[config.mk]
export PLATFORM = sky130hd
export DESIGN_NAME = calendar_clock_with_trim
export DESIGN_NICKNAME = d
export VERILOG_FILES = /design/src/calendar_pkg.sv /design/src/second_trim.sv /design/src/calendar_clock_with_trim.sv
export SDC_FILE = /design/constraint.sdc
export NUM_CORES = 1
export LEC_CHECK = 0
export BUFFER_PORTS_ARGS = -buffer_cell sky130_fd_sc_hd__clkbuf_2
export CAP_MARGIN = 5
export CORE_ASPECT_RATIO = 0.6
export CORE_UTILIZATION = 25
export CTS_CLUSTER_SIZE = 24
export DETAILED_ROUTE_END_ITERATION = 8
export PLACE_DENSITY = 0.44
export SETUP_SLACK_MARGIN = 0.05
export SYNTH_ARGS = -nofsm -noshare
export SYNTH_HDL_FRONTEND = slang
export SYNTH_SLANG_ARGS = --single-unit
[constraint.sdc]
create_clock -name aclk -period 2.7 [get_ports aclk]
set_input_delay 0.135 -clock aclk [delete_from_list [all_inputs] [get_ports aclk]]
set_output_delay 0.135 -clock aclk [all_outputs]
set_load 0.005 [all_outputs]
[src/calendar_pkg.sv]
// constants, types and helper functions for the calendar clock
package calendar_pkg;

  localparam int ADDR_W = 16;
  localparam int DATA_W = 32;
  localparam int IDX_W  = 14;

  // register indexes; byte address is four times the index
  localparam logic [IDX_W-1:0] IDX_SECONDS = 14'h2015;
  localparam logic [IDX_W-1:0] IDX_MINUTES = 14'h2016;
  localparam logic [IDX_W-1:0] IDX_HOURS   = 14'h2017;
  localparam logic [IDX_W-1:0] IDX_WEEKDAY = 14'h2018;
  localparam logic [IDX_W-1:0] IDX_DATE    = 14'h2019;
  localparam logic [IDX_W-1:0] IDX_MONTH   = 14'h201A;
  localparam logic [IDX_W-1:0] IDX_YEAR    = 14'h201B;
  localparam logic [IDX_W-1:0] IDX_TRIM    = 14'h201C;

  localparam int SEC_W = 6;
  localparam int MIN_W = 6;
  localparam int HR_W  = 5;
  localparam int WD_W  = 3;
  localparam int DT_W  = 5;
  localparam int MO_W  = 4;
  localparam int YR_W  = 8;

  localparam int TRIM_INSERT_BIT = 0;
  localparam int TRIM_REMOVE_BIT = 1;

  localparam logic [SEC_W-1:0] SEC_MAX   = 6'h3B;
  localparam logic [MIN_W-1:0] MIN_MAX   = 6'h3B;
  localparam logic [HR_W-1:0]  HR_MAX    = 5'h17;
  localparam logic [WD_W-1:0]  WD_FIRST  = 3'h1;
  localparam logic [WD_W-1:0]  WD_LAST   = 3'h7;
  localparam logic [DT_W-1:0]  DT_FIRST  = 5'h01;
  localparam logic [DT_W-1:0]  DT_31     = 5'h1F;
  localparam logic [DT_W-1:0]  DT_30     = 5'h1E;
  localparam logic [DT_W-1:0]  DT_29     = 5'h1D;
  localparam logic [DT_W-1:0]  DT_28     = 5'h1C;
  localparam logic [MO_W-1:0]  MO_FIRST  = 4'h1;
  localparam logic [MO_W-1:0]  MO_LAST   = 4'hC;
  localparam logic [MO_W-1:0]  MO_FEB    = 4'h2;
  localparam logic [MO_W-1:0]  MO_APR    = 4'h4;
  localparam logic [MO_W-1:0]  MO_JUN    = 4'h6;
  localparam logic [MO_W-1:0]  MO_SEP    = 4'h9;
  localparam logic [MO_W-1:0]  MO_NOV    = 4'hB;
  localparam logic [YR_W-1:0]  YR_MAX    = 8'hFF;

  localparam logic [1:0] RESP_OKAY   = 2'h0;
  localparam logic [1:0] RESP_SLVERR = 2'h2;

  typedef struct packed {
    logic [YR_W-1:0]  year;
    logic [MO_W-1:0]  month;
    logic [DT_W-1:0]  date;
    logic [WD_W-1:0]  weekday;
    logic [HR_W-1:0]  hours;
    logic [MIN_W-1:0] minutes;
    logic [SEC_W-1:0] seconds;
  } calendar_t;

  localparam calendar_t CAL_RESET = '{year: 8'h00, month: 4'h1, date: 5'h01, weekday: 3'h1,
                                      hours: 5'h00, minutes: 6'h00, seconds: 6'h00};

  typedef struct packed {
    logic             hit_sec;
    logic             hit_min;
    logic             hit_hr;
    logic             hit_wd;
    logic             hit_dt;
    logic             hit_mo;
    logic             hit_yr;
    logic             hit_trim;
  } reg_hits_t;

  function automatic reg_hits_t decode_index(input logic [IDX_W-1:0] idx);
    reg_hits_t h;
    h.hit_sec  = (idx == IDX_SECONDS);
    h.hit_min  = (idx == IDX_MINUTES);
    h.hit_hr   = (idx == IDX_HOURS);
    h.hit_wd   = (idx == IDX_WEEKDAY);
    h.hit_dt   = (idx == IDX_DATE);
    h.hit_mo   = (idx == IDX_MONTH);
    h.hit_yr   = (idx == IDX_YEAR);
    h.hit_trim = (idx == IDX_TRIM);
    return h;
  endfunction

endpackage

[src/second_trim.sv]
// holds one pending second correction and turns ticks into calendar steps
`timescale 1ns/1ps
module second_trim
  import calendar_pkg::*;
(
  input  wire logic aclk,        // system clock
  input  wire logic aresetn,     // synchronous reset, low active
  input  wire logic sec_tick,    // one-cycle seconds tick
  input  wire logic insert_req,  // software asked for one extra second
  input  wire logic remove_req,  // software asked to drop one second
  output logic      step         // one-cycle calendar advance
);

  logic insert_q;
  logic remove_q;
  logic extra_q;
  logic insert_now;
  logic remove_now;

  // a request landing on the tick cycle is used right away, not lost
  assign insert_now = insert_q | insert_req;
  assign remove_now = remove_q | remove_req;

  always_ff @(posedge aclk)
  begin
    if (!aresetn)
    begin
      insert_q <= 1'b0;
      remove_q <= 1'b0;
      extra_q  <= 1'b0;
    end
    else
    begin
      insert_q <= sec_tick ? 1'b0 : insert_now;
      remove_q <= sec_tick ? 1'b0 : remove_now;
      extra_q  <= sec_tick & insert_now & ~remove_now;
    end
  end

  // removal swallows the tick; insertion adds a second step one cycle later
  assign step = (sec_tick & ~remove_now) | extra_q;

endmodule

[src/calendar_clock_with_trim.sv]
// calendar clock with second trim, registers over AXI4-Lite
`timescale 1ns/1ps
module calendar_clock_with_trim
  import calendar_pkg::*;
(
  input  wire logic              aclk,          // system clock, 250 MHz
  input  wire logic              aresetn,       // synchronous reset, low active
  input  wire logic              sec_tick,      // one-cycle seconds tick from time base
  input  wire logic [ADDR_W-1:0] s_awaddr,      // write address
  input  wire logic [2:0]        s_awprot,      // write protection, unused
  input  wire logic              s_awvalid,     // write address valid
  output logic                   s_awready,     // write address ready
  input  wire logic [DATA_W-1:0] s_wdata,       // write data
  input  wire logic [3:0]        s_wstrb,       // write byte enables
  input  wire logic              s_wvalid,      // write data valid
  output logic                   s_wready,      // write data ready
  output logic [1:0]             s_bresp,       // write response
  output logic                   s_bvalid,      // write response valid
  input  wire logic              s_bready,      // write response ready
  input  wire logic [ADDR_W-1:0] s_araddr,      // read address
  input  wire logic [2:0]        s_arprot,      // read protection, unused
  input  wire logic              s_arvalid,     // read address valid
  output logic                   s_arready,     // read address ready
  output logic [DATA_W-1:0]      s_rdata,       // read data
  output logic [1:0]             s_rresp,       // read response
  output logic                   s_rvalid,      // read data valid
  input  wire logic              s_rready,      // read data ready
  output calendar_t              calendar_now   // current time and date
);

  // write channel capture
  logic              aw_held_q;
  logic [IDX_W-1:0]  aw_idx_q;
  logic              w_held_q;
  logic [DATA_W-1:0] w_data_q;
  logic              w_lane0_q;
  logic              bvalid_q;
  logic [1:0]        bresp_q;

  // read channel
  logic              rvalid_q;
  logic [DATA_W-1:0] rdata_q;
  logic [1:0]        rresp_q;

  calendar_t         cal_q;
  calendar_t         cal_d;
  calendar_t         cal_stepped;

  logic              aw_take;
  logic              w_take;
  logic              ar_take;
  logic              wr_fire;
  logic              wr_apply;
  reg_hits_t         wr_hit;
  reg_hits_t         rd_hit;
  logic              wr_mapped;
  logic              rd_mapped;
  logic [DATA_W-1:0] rd_value;
  logic              insert_req;
  logic              remove_req;
  logic              trim_both;
  logic              step;
  logic              aw_held_d;
  logic              w_held_d;
  logic              bvalid_d;
  logic              rvalid_d;
  logic              awready_q;
  logic              wready_q;
  logic              arready_q;
  logic              wr_sec;
  logic              wr_min;
  logic              wr_hr;
  logic              wr_wd;
  logic              wr_dt;
  logic              wr_mo;
  logic              wr_yr;

  // days in the current month; year zero and every fourth year are leap
  function automatic logic [DT_W-1:0] last_date(input logic [MO_W-1:0] mo, input logic [YR_W-1:0] yr);
    logic leap;
    leap = (yr[1:0] == 2'b00);
    if (mo == MO_FEB)
      return leap ? DT_29 : DT_28;
    else if ((mo == MO_APR) || (mo == MO_JUN) || (mo == MO_SEP) || (mo == MO_NOV))
      return DT_30;
    else
      return DT_31;
  endfunction

  // one second forward with carries; out of range values wrap as if at maximum, except a zero date, which steps to one
  function automatic calendar_t advance(input calendar_t c);
    calendar_t n;
    n = c;
    if (c.seconds < SEC_MAX)
      n.seconds = c.seconds + 1'b1;
    else
    begin
      n.seconds = '0;
      if (c.minutes < MIN_MAX)
        n.minutes = c.minutes + 1'b1;
      else
      begin
        n.minutes = '0;
        if (c.hours < HR_MAX)
          n.hours = c.hours + 1'b1;
        else
        begin
          n.hours   = '0;
          n.weekday = (c.weekday >= WD_LAST || c.weekday == '0) ? WD_FIRST : c.weekday + 1'b1;
          if (c.date < last_date(c.month, c.year))
            n.date = c.date + 1'b1;
          else
          begin
            n.date = DT_FIRST;
            if (c.month < MO_LAST && c.month != '0)
              n.month = c.month + 1'b1;
            else
            begin
              n.month = MO_FIRST;
              n.year  = (c.year == YR_MAX) ? '0 : c.year + 1'b1;
            end
          end
        end
      end
    end
    return n;
  endfunction

  // handshake decoding; a channel moves only with valid and ready both high
  assign aw_take   = s_awvalid & awready_q;
  assign w_take    = s_wvalid & wready_q;
  assign ar_take   = s_arvalid & arready_q;
  assign wr_fire   = aw_held_q & w_held_q & ~bvalid_q;

  // next channel states, so ready can drop on the very edge a channel fills
  assign aw_held_d = aw_take | (aw_held_q & ~wr_fire);
  assign w_held_d  = w_take | (w_held_q & ~wr_fire);
  assign bvalid_d  = wr_fire | (bvalid_q & ~s_bready);
  assign rvalid_d  = ar_take | (rvalid_q & ~s_rready);
  assign wr_hit    = decode_index(aw_idx_q);
  assign rd_hit    = decode_index(s_araddr[ADDR_W-1:2]);
  assign wr_mapped = |wr_hit;
  assign rd_mapped = |rd_hit;
  // data live in byte lane 0; writes without it change nothing
  assign wr_apply  = wr_fire & w_lane0_q;

  // per field write enables
  assign wr_sec = wr_apply & wr_hit.hit_sec;
  assign wr_min = wr_apply & wr_hit.hit_min;
  assign wr_hr  = wr_apply & wr_hit.hit_hr;
  assign wr_wd  = wr_apply & wr_hit.hit_wd;
  assign wr_dt  = wr_apply & wr_hit.hit_dt;
  assign wr_mo  = wr_apply & wr_hit.hit_mo;
  assign wr_yr  = wr_apply & wr_hit.hit_yr;

  // trim strobes; both together is illegal from software and is dropped
  assign trim_both  = w_data_q[TRIM_INSERT_BIT] & w_data_q[TRIM_REMOVE_BIT];
  assign insert_req = wr_apply & wr_hit.hit_trim & w_data_q[TRIM_INSERT_BIT] & ~trim_both;
  assign remove_req = wr_apply & wr_hit.hit_trim & w_data_q[TRIM_REMOVE_BIT] & ~trim_both;

  second_trim u_trim (
    .aclk       (aclk),
    .aresetn    (aresetn),
    .sec_tick   (sec_tick),
    .insert_req (insert_req),
    .remove_req (remove_req),
    .step       (step)
  );

  assign cal_stepped = step ? advance(cal_q) : cal_q;

  // a software write to a field wins over the tick for that field
  always_comb
  begin
    cal_d = cal_stepped;
    if (wr_sec)
      cal_d.seconds = w_data_q[SEC_W-1:0];
    if (wr_min)
      cal_d.minutes = w_data_q[MIN_W-1:0];
    if (wr_hr)
      cal_d.hours = w_data_q[HR_W-1:0];
    if (wr_wd)
      cal_d.weekday = w_data_q[WD_W-1:0];
    if (wr_dt)
      cal_d.date = w_data_q[DT_W-1:0];
    if (wr_mo)
      cal_d.month = w_data_q[MO_W-1:0];
    if (wr_yr)
      cal_d.year = w_data_q[YR_W-1:0];
  end

  // read mux; trim register is write only and reads zero
  assign rd_value = rd_hit.hit_sec ? DATA_W'(cal_q.seconds) :
                    rd_hit.hit_min ? DATA_W'(cal_q.minutes) :
                    rd_hit.hit_hr  ? DATA_W'(cal_q.hours)   :
                    rd_hit.hit_wd  ? DATA_W'(cal_q.weekday) :
                    rd_hit.hit_dt  ? DATA_W'(cal_q.date)    :
                    rd_hit.hit_mo  ? DATA_W'(cal_q.month)   :
                    rd_hit.hit_yr  ? DATA_W'(cal_q.year)    :
                    '0;

  always_ff @(posedge aclk)
  begin
    if (!aresetn)
      cal_q <= CAL_RESET;
    else
      cal_q <= cal_d;
  end

  always_ff @(posedge aclk)
  begin
    if (!aresetn)
    begin
      aw_held_q <= 1'b0;
      aw_idx_q  <= '0;
    end
    else if (aw_take)
    begin
      aw_held_q <= 1'b1;
      aw_idx_q  <= s_awaddr[ADDR_W-1:2];
    end
    else if (wr_fire)
      aw_held_q <= 1'b0;
  end

  always_ff @(posedge aclk)
  begin
    if (!aresetn)
    begin
      w_held_q  <= 1'b0;
      w_data_q  <= '0;
      w_lane0_q <= 1'b0;
    end
    else if (w_take)
    begin
      w_held_q  <= 1'b1;
      w_data_q  <= s_wdata;
      w_lane0_q <= s_wstrb[0];
    end
    else if (wr_fire)
      w_held_q <= 1'b0;
  end

  always_ff @(posedge aclk)
  begin
    if (!aresetn)
    begin
      bvalid_q <= 1'b0;
      bresp_q  <= RESP_OKAY;
    end
    else if (wr_fire)
    begin
      bvalid_q <= 1'b1;
      // unmapped writes still answer, so the master is never left waiting
      bresp_q  <= wr_mapped ? RESP_OKAY : RESP_SLVERR;
    end
    else if (s_bready)
      bvalid_q <= 1'b0;
  end

  always_ff @(posedge aclk)
  begin
    if (!aresetn)
    begin
      rvalid_q <= 1'b0;
      rdata_q  <= '0;
      rresp_q  <= RESP_OKAY;
    end
    else if (ar_take)
    begin
      rvalid_q <= 1'b1;
      rdata_q  <= rd_value;
      rresp_q  <= rd_mapped ? RESP_OKAY : RESP_SLVERR;
    end
    else if (s_rready)
      rvalid_q <= 1'b0;
  end

  // ready flags straight from flops, built from the next channel states;
  // low in reset so nothing is taken before the first clean edge
  always_ff @(posedge aclk)
  begin
    if (!aresetn)
    begin
      awready_q <= 1'b0;
      wready_q  <= 1'b0;
      arready_q <= 1'b0;
    end
    else
    begin
      awready_q <= ~(aw_held_d | bvalid_d);
      wready_q  <= ~(w_held_d | bvalid_d);
      arready_q <= ~rvalid_d;
    end
  end

  assign s_awready    = awready_q;
  assign s_wready     = wready_q;
  assign s_arready    = arready_q;
  assign s_bvalid     = bvalid_q;
  assign s_bresp      = bresp_q;
  assign s_rvalid     = rvalid_q;
  assign s_rdata      = rdata_q;
  assign s_rresp      = rresp_q;
  assign calendar_now = cal_q;

endmodule

==> After elaboration in Yosys (flattened, before gate mapping) <==
Cells that the tools add are included.
{ "classes": {"addsub": 7, "magnitude_cmp": 6, "eq_ne": 40, "n_mux": 42, "bitwise": 45, "reduce_logical": 28} }
{ "op_table": {"columns": ["op", "n"], "rows": [
  ["$eq A14 B14 Y1 const B", 16],
  ["$mux W8", 10],
  ["$mux W37", 1],
  ["$ne A2 B2 Y1 const B", 18],
  ["$mux W5", 7],
  ["$mux W31", 1],
  ["$and A1 B1 Y1", 26],
  ["$mux W25", 1],
  ["$mux W6", 4],
  ["$reduce_bool A2 Y1", 11],
  ["$mux W20", 1],
  ["$reduce_or A8 Y1", 2],
  ["$add A6 B1 Y6 const B", 2],
  ["$lt A6 B6 Y1 const B", 2],
  ["$mux W12", 1],
  ["$add A5 B1 Y5 const B", 2],
  ["$not A1 Y1", 10],
  ["$mux W1", 9],
  ["$or A1 B1 Y1", 9],
  ["$add A8 B1 Y8 const B", 1],
  ["$eq A4 B3 Y1 const B", 2],
  ["$eq A4 B4 Y1 const B", 2],
  ["$eq A8 B8 Y1 const B", 1],
  ["$mux W4", 2],
  ["other kinds (20)", 27]
]} }
{ "word_totals": {"regBits": 106, "in_bits": 82, "out_inout_bits": 78, "elab_cells": 191} }

==> Depth between registers and ports, before layout <==
Gate-level depths: netlist of the first run.
{ "logic_depth": {"word_depth": 16, "depth_mapped": 10, "depth_no_buf": 10} }

==> Modules after synthesis <==
Synthesis of the first run repeated with hierarchy kept, for this count alone.
{ "hier_totals": {"hier_cells": 616, "area_unflattened_um2": 4757.1} }
{ "modules_own_cells": {"columns": ["module", "instances", "cells_per_inst", "area_each_um2", "seq_area_each_um2"], "rows": [
  ["calendar_clock_with_trim", 1, 606, 4654.5, 1541.5],
  ["second_trim", 1, 10, 102.6, 60.1]
]} }

==> Worst setup path after synthesis of the first run <==
OpenSTA, ideal clock, no wires.
{ "synth_timing": {"path_kind": "register to register", "from": "register cal_q (netlist bit calendar_now[25])", "to": "register cal_q (netlist bit calendar_now[29])", "setup_time_ns": 0.091, "t_arrival_ns": 2.189, "t_required_ns": 2.609, "slack_ns": 0.420, "stages_incl_launch_ff": 10, "n_path_buf": 0, "synth_period_minus_slack_ns": 2.280, "cell_sequence": "dfxtp_1 > inv_1 > ha_1 > nor3b_1 > ha_1 > o2111a_1 > o21a_1 > nand4_4 > or3_1 > a311oi_1"} }
{ "synth_via": {"elab_chain_len": 12, "elab_cells_between_ends": 20, "classes_between": "order compare (2); eq/ne (7); mux (5); reduce/logical (6)"} }
{ "synth_lines": {"columns": ["item", "line", "source"], "rows": [
  ["start, declared", "calendar_clock_with_trim.sv:45", "calendar_t cal_q;"],
  ["start signal, assigned", "calendar_clock_with_trim.sv:207", "cal_q <= cal_d;"],
  ["$eq A4 B3 Y1", "calendar_clock_with_trim.sv:84", "else if ((mo == MO_APR) || (mo == MO_JUN) || (mo == MO_SEP) || (mo == MO_NOV))"],
  ["$logic_or A1 B1 Y1 (3 in series)", "calendar_clock_with_trim.sv:84", null],
  ["$mux W1", "calendar_clock_with_trim.sv:84", null],
  ["$mux W2", "calendar_clock_with_trim.sv:82", "if (mo == MO_FEB)"],
  ["$mux W5", "calendar_clock_with_trim.sv:104", "if (c.hours < HR_MAX)"],
  ["$mux W5", "calendar_clock_with_trim.sv:99", "if (c.minutes < MIN_MAX)"],
  ["$mux W5", "calendar_clock_with_trim.sv:94", "if (c.seconds < SEC_MAX)"],
  ["$lt A5 B5 Y1", "calendar_clock_with_trim.sv:110", "if (c.date < last_date(c.month, c.year))"],
  ["$ne A2 B2 Y1 (no source line)", null, null],
  ["$reduce_and A6 Y1 (no source line) (*)", null, null]
]} }
Every way passes the cells marked *; elsewhere a longest branch is shown, timed or not. The select of a mux whose other input is x is not followed.
A chain may end at the register's enable or synchronous reset.

==> Worst setup path in the final report of the first run <==
{ "layout_timing": {"from": "register cal_q (netlist bit calendar_now[0])", "to": "register cal_q (netlist bit calendar_now[14])"} }
{ "layout_via": {"elab_chain_len": 3} }
{ "layout_lines": {"columns": ["item", "line"], "rows": [
  ["$lt A6 B6 Y1", "calendar_clock_with_trim.sv:94"],
  ["$ne A2 B2 Y1 (no source line)", null],
  ["$reduce_and A3 Y1 (no source line)", null]
]} }
No other way between the ends.

==> reports/qor.yml, run 1 <==
setup_path:
  arrival_ps: 2730
  reg2reg_setup_slack_ps: 250
  crit_fanout: 7
  crit_path_top_delay_cell: "or4b_1"
  cp-start-kind: "flip-flop"
  reg2reg_to: "calendar_now[14]$_SDFFE_PN0P_"
  critPathKind: "reg -> reg"
  max_stage_delay_ps: 490
  rr_worst_depth: 7
  cp-end-kind: "flip-flop"
  required_ps: 2980
  timing.rr.start: "calendar_now[0]$_SDFFE_PN0P_"
  path_cells: "ha_1 > o2111a_2 > a21boi_4 > o21a_4 > nand2_1 > or4b_1 > a31oi_1"
place:
  placed_cells: 958
  hpwl_mm: 13.0
  gp_congestion: 0.923
  portBuffers: 96
die:
  start_util: 0.255
  coreArea_mm2: 0.0190
  fp.dieW_um: 182
  rows: 39
  io_pins: 160
  die_area_mm2: 0.0200
  die_y_um: 110
timing:
  hold_viol: 0
  finalSetupTns_ps: 0
  whs_ps: 5.08
  max_clock_freq_mhz: 408
  drv_slew: 0
  fin_crit_ps: 2450
  finClkSkew_ps: 7.96
  setup_viol: 0
  worst_pin_slew_ps: 591
  post-route-period-util: 0.909
  rsz0062_at_grt: "no"
  relSlewSlack: 0.603
global_routing:
  use_met1: 0.269
  grtUsageTotal: 0.173
  grt_max_degree: 33
  grt_pass1_vias: 4462
  met2_usage: 0.233
  grt_use_met3: 0.0431
  gr-total-overflow: 0
  antenna_found_initial: 0
  grt_pass1_wl_mm: 26.2
  grt-busiest-layer: "met1"
route:
  route.detailed.drc: 0
  drt.antenna.violating_nets: 0
  first_pass_iters: 4
  routed_wl_mm: 16.8
  vias_per_cell: 5.04
  initialDrtViolationCount: 390
  vias: 4920
  wl_per_cell_um: 17.2
final_layout:
  n_antenna_cell: 0
  nFillCells: 2056
  nets: 822
  final_cell_mix: "96 x clkbuf_2, 88 x nand2_1, 80 x dfxtp_1"
  area_delta_synth_final_pct: 22.9
  final_common_cell: "clkbuf_2"
  final_cells: 977
  drive_above_1_share: 0.233
yosys:
  syn_area_mm2: 0.00485
  synth_edf_count: 0
  synth_cell_types: 83
  synth_seq_cells: 80
  yosysWarnings: 0
  syn-instance-count: 615
  syn_area_per_cell_um2: 7.89
  synth_top_area_frac: 0.330
  synth_top_flop_cell: "dfxtp_1"
  synth_area_leaders: "dfxtp_1 33%, a21oi_1 7.2%, nand2_1 6.8%, o21ai_0 4.8%, buf_4 4.2%"
  ys_seq_area_frac: 0.330
  yosys.area.top_type: "dfxtp_1"
  async_reset_ff_frac: 0
clock_tree:
  root_buffer: "clkbuf_16"
  hold_buffers: 3
  cts.sinks: 80
  cts-buffers-inserted: 9
  htreeDepth: 3
  cts_resized: 0
  postCtsSetupBuffers: 0
  clk_pin_slew_worst_paths_ps: 70
  tritoncts: "built"
  clkLatencyLatePin_ps: 350
  cts_buffer_depth: 2
run_status:
  status: "finished, final reports clean"
min_path:
  min_path_type: "in -> reg"
  worstHoldStart: "s_awaddr[14]"
  hold_path_depth: 3
  whs_endpoint: "aw_idx_q[12]$_SDFFE_PN0P_"
power_and_ir_drop:
  cellLeakagePower_nw: 2.38
  switching_share: 0.278
  p_seq_frac: 0.455
  p_int_mw: 1.97
  irDropWorstVdd_mv: 0.266
  clock_power_share: 0.461
  power_frac_comb: 0.085
  switchingPower_uw: 759
  power_density_mw_per_mm2: 458
flow_run:
  maxCapViolCount: 0
-- area by class of cell --
cell class,instances,area (um^2),area share
multi-input cells,483,2930,0.492
flip-flops and latches,80,1600,0.269
repair buffers,130,743,0.125
well taps,246,308,0.0516
clock buffers,10,239,0.0401
inverters,22,82.6,0.0138
clock inverters,6,55.1,0.00923
-- synthesized netlist by cell type, drive strengths merged (3+ instances only) --
master and n:
o22ai 7, clkbuf 19, nor2 32, mux2i 8, or4 4, a21oi 70, buf 36, and2 6
o2111ai 5, a21o 3, o211ai 8, inv 21, nand4 11, a31oi 10, and3 10, a22oi 5
a211oi 5, o2111a 3, nand2 88, dfxtp 80, o2bb2ai 6, nor3 14, a311oi 3, ha 14
nor4 8, nand4b 3, xnor2 4, nand2b 14, or3 5, nor2b 4, o21ai 51, nand3 19
or4b 3
-- kinds of logic (layout without fill, tap and decap cells) --
| family | after synthesis | in the layout | share of synthesized area |
|---|---|---|---|
| other | 1 | 26 | 0.000773 |
| multiplexers | 9 | 9 | 0.0188 |
| AO/OA/AOI/OAI | 191 | 191 | 0.250 |
| buffers and inverters | 77 | 168 | 0.0846 |
| flip-flops | 80 | 80 | 0.330 |
| XOR/XNOR | 5 | 5 | 0.00902 |
| adder cells (fa/ha/maj) | 15 | 15 | 0.0382 |
| AND/OR/NAND/NOR | 237 | 237 | 0.268 |
-- flip-flops by register name, indices dropped and copies added, names as in the netlist, 8 cells and up --
name          cells
aw_idx_q         14
calendar_now     37
s_rdata           8
w_data_q          8
-- routing by layer --
metal  part of all wire  up-vias
met1               0.54     2306
met3              0.072       12
li1                   -     2414
met5                  0        -
met2               0.38      188
met4             0.0077        0
-- worst max-delay path by stage --
stage                                                to  slack [ps]                     startpoint  cells past startpoint
after floorplan           calendar_now[29]$_SDFFE_PN0P_         420  calendar_now[25]$_SDFFE_PN1P_                      9
after global placement    calendar_now[29]$_SDFFE_PN0P_         350  calendar_now[25]$_SDFFE_PN1P_                      9
after detailed placement  calendar_now[14]$_SDFFE_PN0P_         320   calendar_now[0]$_SDFFE_PN0P_                      7
after CTS                 calendar_now[14]$_SDFFE_PN0P_         280   calendar_now[0]$_SDFFE_PN0P_                      7
after global routing      calendar_now[14]$_SDFFE_PN0P_          80   calendar_now[0]$_SDFFE_PN0P_                      7
final                     calendar_now[14]$_SDFFE_PN0P_         250   calendar_now[0]$_SDFFE_PN0P_                      7
-- worst max-delay path: cells and delay by family (launching register included) --
family | cells | cell delay (ps)
AOI/OAI and AO/OA | 4 | 1030
adders and majority gates | 1 | 290
DFF | 1 | 440
and+or+nand+nor | 2 | 620
-- per-stage QoR --
step                      area (um^2)   util  setup WS [ps]  power (mW)
after floorplan                  4950      -            420        1.42
after global routing             5960  0.313           78.3        2.84
after global placement           5640  0.296            345        1.49
final                            5960  0.313            247        2.73
after CTS                        5960  0.313            278        2.75
after detailed placement         5640  0.296            320        1.50
-- power groups by stage --
stage	registers, mW	logic, mW	clock network [mW]
after global routing	1.25	0.261	1.33
final	1.24	0.231	1.26
after global placement	1.27	0.225	0
after CTS	1.24	0.233	1.28
after detailed placement	1.27	0.228	0
after floorplan	1.26	0.163	0
No activity file was read; power rests on OpenSTA's default activity.
==> inputs of run 2 (changes only) <==
--- a/config.mk
+++ b/config.mk
@@ -8,6 +8,7 @@
 export BUFFER_PORTS_ARGS = -buffer_cell sky130_fd_sc_hd__clkbuf_2
 export CAP_MARGIN = 5
 export CORE_ASPECT_RATIO = 0.6
+export CORE_MARGIN = 1.5
 export CORE_UTILIZATION = 25
 export CTS_CLUSTER_SIZE = 24
 export DETAILED_ROUTE_END_ITERATION = 8
@@ -15,4 +16,5 @@
 export SETUP_SLACK_MARGIN = 0.05
 export SYNTH_ARGS = -nofsm -noshare
 export SYNTH_HDL_FRONTEND = slang
+export SYNTH_HIERARCHICAL = 1
 export SYNTH_SLANG_ARGS = --single-unit
==> constraint.sdc (replaced) <==
create_clock -name aclk -period 2.8 [get_ports aclk]
set_input_delay 0.14 -clock aclk [delete_from_list [all_inputs] [get_ports aclk]]
set_output_delay 0.14 -clock aclk [all_outputs]
set_load 0.005 [all_outputs]
==> run 2 against run 1 <==
Net effect:
- wire length increased by 3.3%
- critical path type unchanged
- first-iteration DRC count decreased by 12%
- highest routed layer unchanged
- largest cell class unchanged
- clock power about the same
- synthesized cell count increased by 0.16%
- count of clock-buffer cells in the layout decreased by 1
==> reports/qor.yml, run 2 <==
global_routing:
  grt_pass1_vias: 4605  # +3.2%
  grtUsageTotal: 0.176  # +0.00279
  grt_pass1_wl_mm: 26.6  # +1.6%
  gr-total-overflow: 0  # unchanged
  grt_max_degree: 42  # +27%
  antenna_found_initial: 0  # unchanged
place:
  gp_congestion: 0.887  # -3.8%
  portBuffers: 96  # unchanged
  dpl-instance-area_mm2: 0.00568  # +0.67%
  placed_cells: 965  # +0.73%
  hpwl_mm: 13.3  # +1.6%
power_and_ir_drop:
  p_seq_frac: 0.442  # -0.013
  switchingPower_uw: 669  # -12%
  cellLeakagePower_nw: 2.50  # +4.9%
  switching_share: 0.247  # -0.0306
  clock_power_share: 0.472  # +0.011
  power_density_mw_per_mm2: 440  # -4.1%
  p_int_mw: 2.04  # +3.2%
  power_frac_comb: 0.086  # about the same
  irDropWorstVdd_mv: 0.368  # +38%
yosys:
  synth_top_family_by_area: "simple AND/OR/NAND/NOR gates"
  synth_top_flop_cell: "dfxtp_1"
  synth_most_common_cell: "nand2_1"
  synth-xor-area-share: 0.00184  # -0.00718
  synth_fa_ha_area_frac: 0.0368  # -0.00134
  async_reset_ff_frac: 0  # unchanged
  synth_area_leaders: "dfxtp_1 34%, nand2_1 7.4%, a21oi_1 5.3%, buf_4 4.1%, o21ai_0 4.0%"
  synth.area.mux_share: 0.0250  # +0.00616
  ys_seq_area_frac: 0.337  # +0.00660
  synth_cell_types: 68  # -18%
  synth_compound_area_frac: 0.246  # -0.00394
  synth-simple-area-share: 0.265  # -0.00331
  synth_top_area_frac: 0.337  # +0.00660
  yosys-top-cells-count: "94 x nand2_1, 80 x dfxtp_1, 50 x a21oi_1"
  syn-instance-count: 616  # +0.16%
  synth_seq_cells: 80  # unchanged
  syn_area_per_cell_um2: 7.72  # -2.1%
  yosys.area.top_type: "dfxtp_1"
  synth_edf_count: 0  # unchanged
  yosysWarnings: 6  # +6
  syn_area_mm2: 0.00476  # -2.0%
timing:
  relSlewSlack: 0.545  # -0.0576
  fin_crit_ps: 2780  # +328 ps
  drv_slew: 0  # unchanged
  worst_pin_slew_ps: 676  # +85.1 ps
  rsz0062_at_grt: "yes"
  finClkSkew_ps: 6.08  # -1.88 ps
  setup_viol: 0  # unchanged
  max_clock_freq_mhz: 360  # -12%
  hold_viol: 0  # unchanged
  post-route-period-util: 0.993  # +0.0848
setup_path:
  cp-start-kind: "flip-flop"
  critPathKind: "reg -> reg"
  timing.rr.start: "s_bvalid$_SDFFE_PN0P_"
  cp-end-kind: "flip-flop"
  arrival_ps: 3020  # +290 ps
  reg2reg_to: "calendar_now[30]$_SDFFE_PN0P_"
  reg2reg_setup_slack_ps: 20  # -230 ps
  rr_worst_depth: 12  # +5
  crit_fanout: 2  # -5
  required_ps: 3040  # +60 ps
route:
  route.detailed.drc: 0  # unchanged
  first_pass_iters: 4  # unchanged
  wl_per_cell_um: 17.5  # +2.0%
  vias_per_cell: 5.06  # +0.53%
  wl_met1_mm: 9.28  # +2.4%
  drt.antenna.violating_nets: 0  # unchanged
  routed_wl_mm: 17.3  # +3.3%
  initialDrtViolationCount: 343  # -12%
  met3RoutedLength_mm: 1.24  # +2.3%
  vias: 5012  # +1.9%
  top_layer: "met4"
  met2_wirelength_mm: 6.66  # +4.5%
min_path:
  whs_endpoint: "aw_idx_q[2]$_SDFFE_PN0P_"
  hold_path_depth: 3  # unchanged
  min_path_type: "in -> reg"
  worstHoldStart: "s_awaddr[4]"
final_layout:
  final_cell_mix: "96 x clkbuf_2, 93 x nand2_1, 77 x dfxtp_1"
  drive_above_1_share: 0.272  # +0.0394
  nets: 842  # +2.4%
  fin_area_mm2: 0.00615  # +3.2%
  final_common_cell: "clkbuf_2"
  final_cells: 990  # +1.3%
  largest_reg_flops: 37  # unchanged
  area_delta_synth_final_pct: 29.3
  n_antenna_cell: 0  # unchanged
clock_tree:
  clk_pin_slew_worst_paths_ps: 60  # about the same
  cts.sinks: 80  # unchanged
  clkLatencyLatePin_ps: 340  # about the same
  cts-buffers-inserted: 9  # unchanged
  htreeDepth: 3  # unchanged
  cts_buffer_depth: 2  # unchanged
  root_buffer: "clkbuf_16"
  hold_buffers: 0  # -3
  tritoncts: "built"
die:
  io_pins: 160  # unchanged
  rows: 38  # -2.6%
  start_util: 0.259  # +0.00424
  die_y_um: 110  # about the same
  fp.dieW_um: 181  # -0.42%
  die_area_mm2: 0.0199  # -0.48%
  coreArea_mm2: 0.0184  # -3.6%
flow_run:
  maxCapViolCount: 0  # unchanged
run_status:
  status: "finished, final reports clean"
## run 2: changes by cell type in the layout (fill, tap and decap cells not counted), moves of 4 or more
cell       change
nor2b_1        +7
or2_2          +4
buf_4         +28
nand2_1        +5
a21oi_1       -20
nand3_1        +6
inv_6          -4
or3_1          +7
mux2i_1        -4
o21ai_0       -10
a311oi_1       +7
o2bb2ai_1      -6
## run 2: critical path, stage by stage, from the launching register on
cell and delay, ps:
dfxtp_2 320, and3b_1 190, nand4b_1 170, nor4_4 50, and3_1 150, nor2_2 120
a21o_2 150, nand2_2 70, a2111oi_4 360, o2111ai_2 220, buf_4 190, or3b_1 370
a311oi_2 310
## run 2: cell families after synthesis
group / count (synthesis)
and+or+nand+nor: 254
AOI/OAI and AO/OA: 174
buffers and inverters: 83
DFF: 80
adders and majority gates: 14
muxes: 9
other: 1
xor gates and xnor gates: 1
## run 2: layer usage
metal / vias to the layer above / GRT usage
li1: 2455 / -
met1: 2353 / 0.269
met2: 191 / 0.240
met3: 13 / 0.0470
met4: 0 / 0.0357
met5: - / 0
## run 2: area by class of cell
cell class	instances	area [um^2]
Fill cell	1958	12200
Multi-Input combinational cell	478	2920
Sequential cell	80	1610
Timing Repair Buffer	157	946
Tap cell	240	300
Clock buffer	9	225
Clock inverter	6	83.8
Inverter	20	75.1
## run 2: worst max-delay path by stage
stage | start | to | slack, ps | cells past startpoint
6_report | s_bvalid$_SDFFE_PN0P_ | calendar_now[30]$_SDFFE_PN0P_ | 20 | 12
5_1_grt | w_held_q$_SDFFE_PN0P_ | calendar_now[30]$_SDFFE_PN0P_ | -50 | 12
3_5_place_dp | aw_idx_q[5]$_SDFFE_PN0P_ | calendar_now[26]$_SDFFE_PN0P_ | -160 | 13
2_1_floorplan | s_bvalid$_SDFFE_PN0P_ | calendar_now[30]$_SDFFE_PN0P_ | 60 | 13
3_3_place_gp | aw_idx_q[5]$_SDFFE_PN0P_ | calendar_now[26]$_SDFFE_PN0P_ | -50 | 13
4_1_cts | aw_idx_q[4]$_SDFFE_PN0P_ | calendar_now[29]$_SDFFE_PN0P_ | 50 | 13
## run 2: through the flow
stage / total power, mW / hold slack (ps) / utilization / TNS (ps) / setup slack, ps
global placement: 1.44 / 367 / 0.309 / -46.6 / -46.6
floorplan: 1.36 / 276 / - / 0 / 63.2
detailed placement: 1.44 / 376 / 0.309 / -386 / -156
CTS: 2.73 / 11.3 / 0.331 / 0 / 50.1
global route: 2.81 / 14.6 / 0.335 / -61.5 / -46.9
finish: 2.70 / 21.3 / 0.335 / 0 / 18.6
## run 2: power by group through the flow
| stage | clock network, mW | logic [mW] | registers, mW |
|---|---|---|---|
| finish | 1.28 | 0.233 | 1.20 |
| global route | 1.35 | 0.263 | 1.20 |
| CTS | 1.30 | 0.227 | 1.19 |
| detailed placement | 0 | 0.224 | 1.22 |
| global placement | 0 | 0.221 | 1.22 |
| floorplan | 0 | 0.145 | 1.21 |
## run 2: timing repair
item,CTS,global route
buffers inserted,6,4
setup endpoints to repair,16,24
cloned,0,0
pin swaps,7,3
resized for setup,8,10
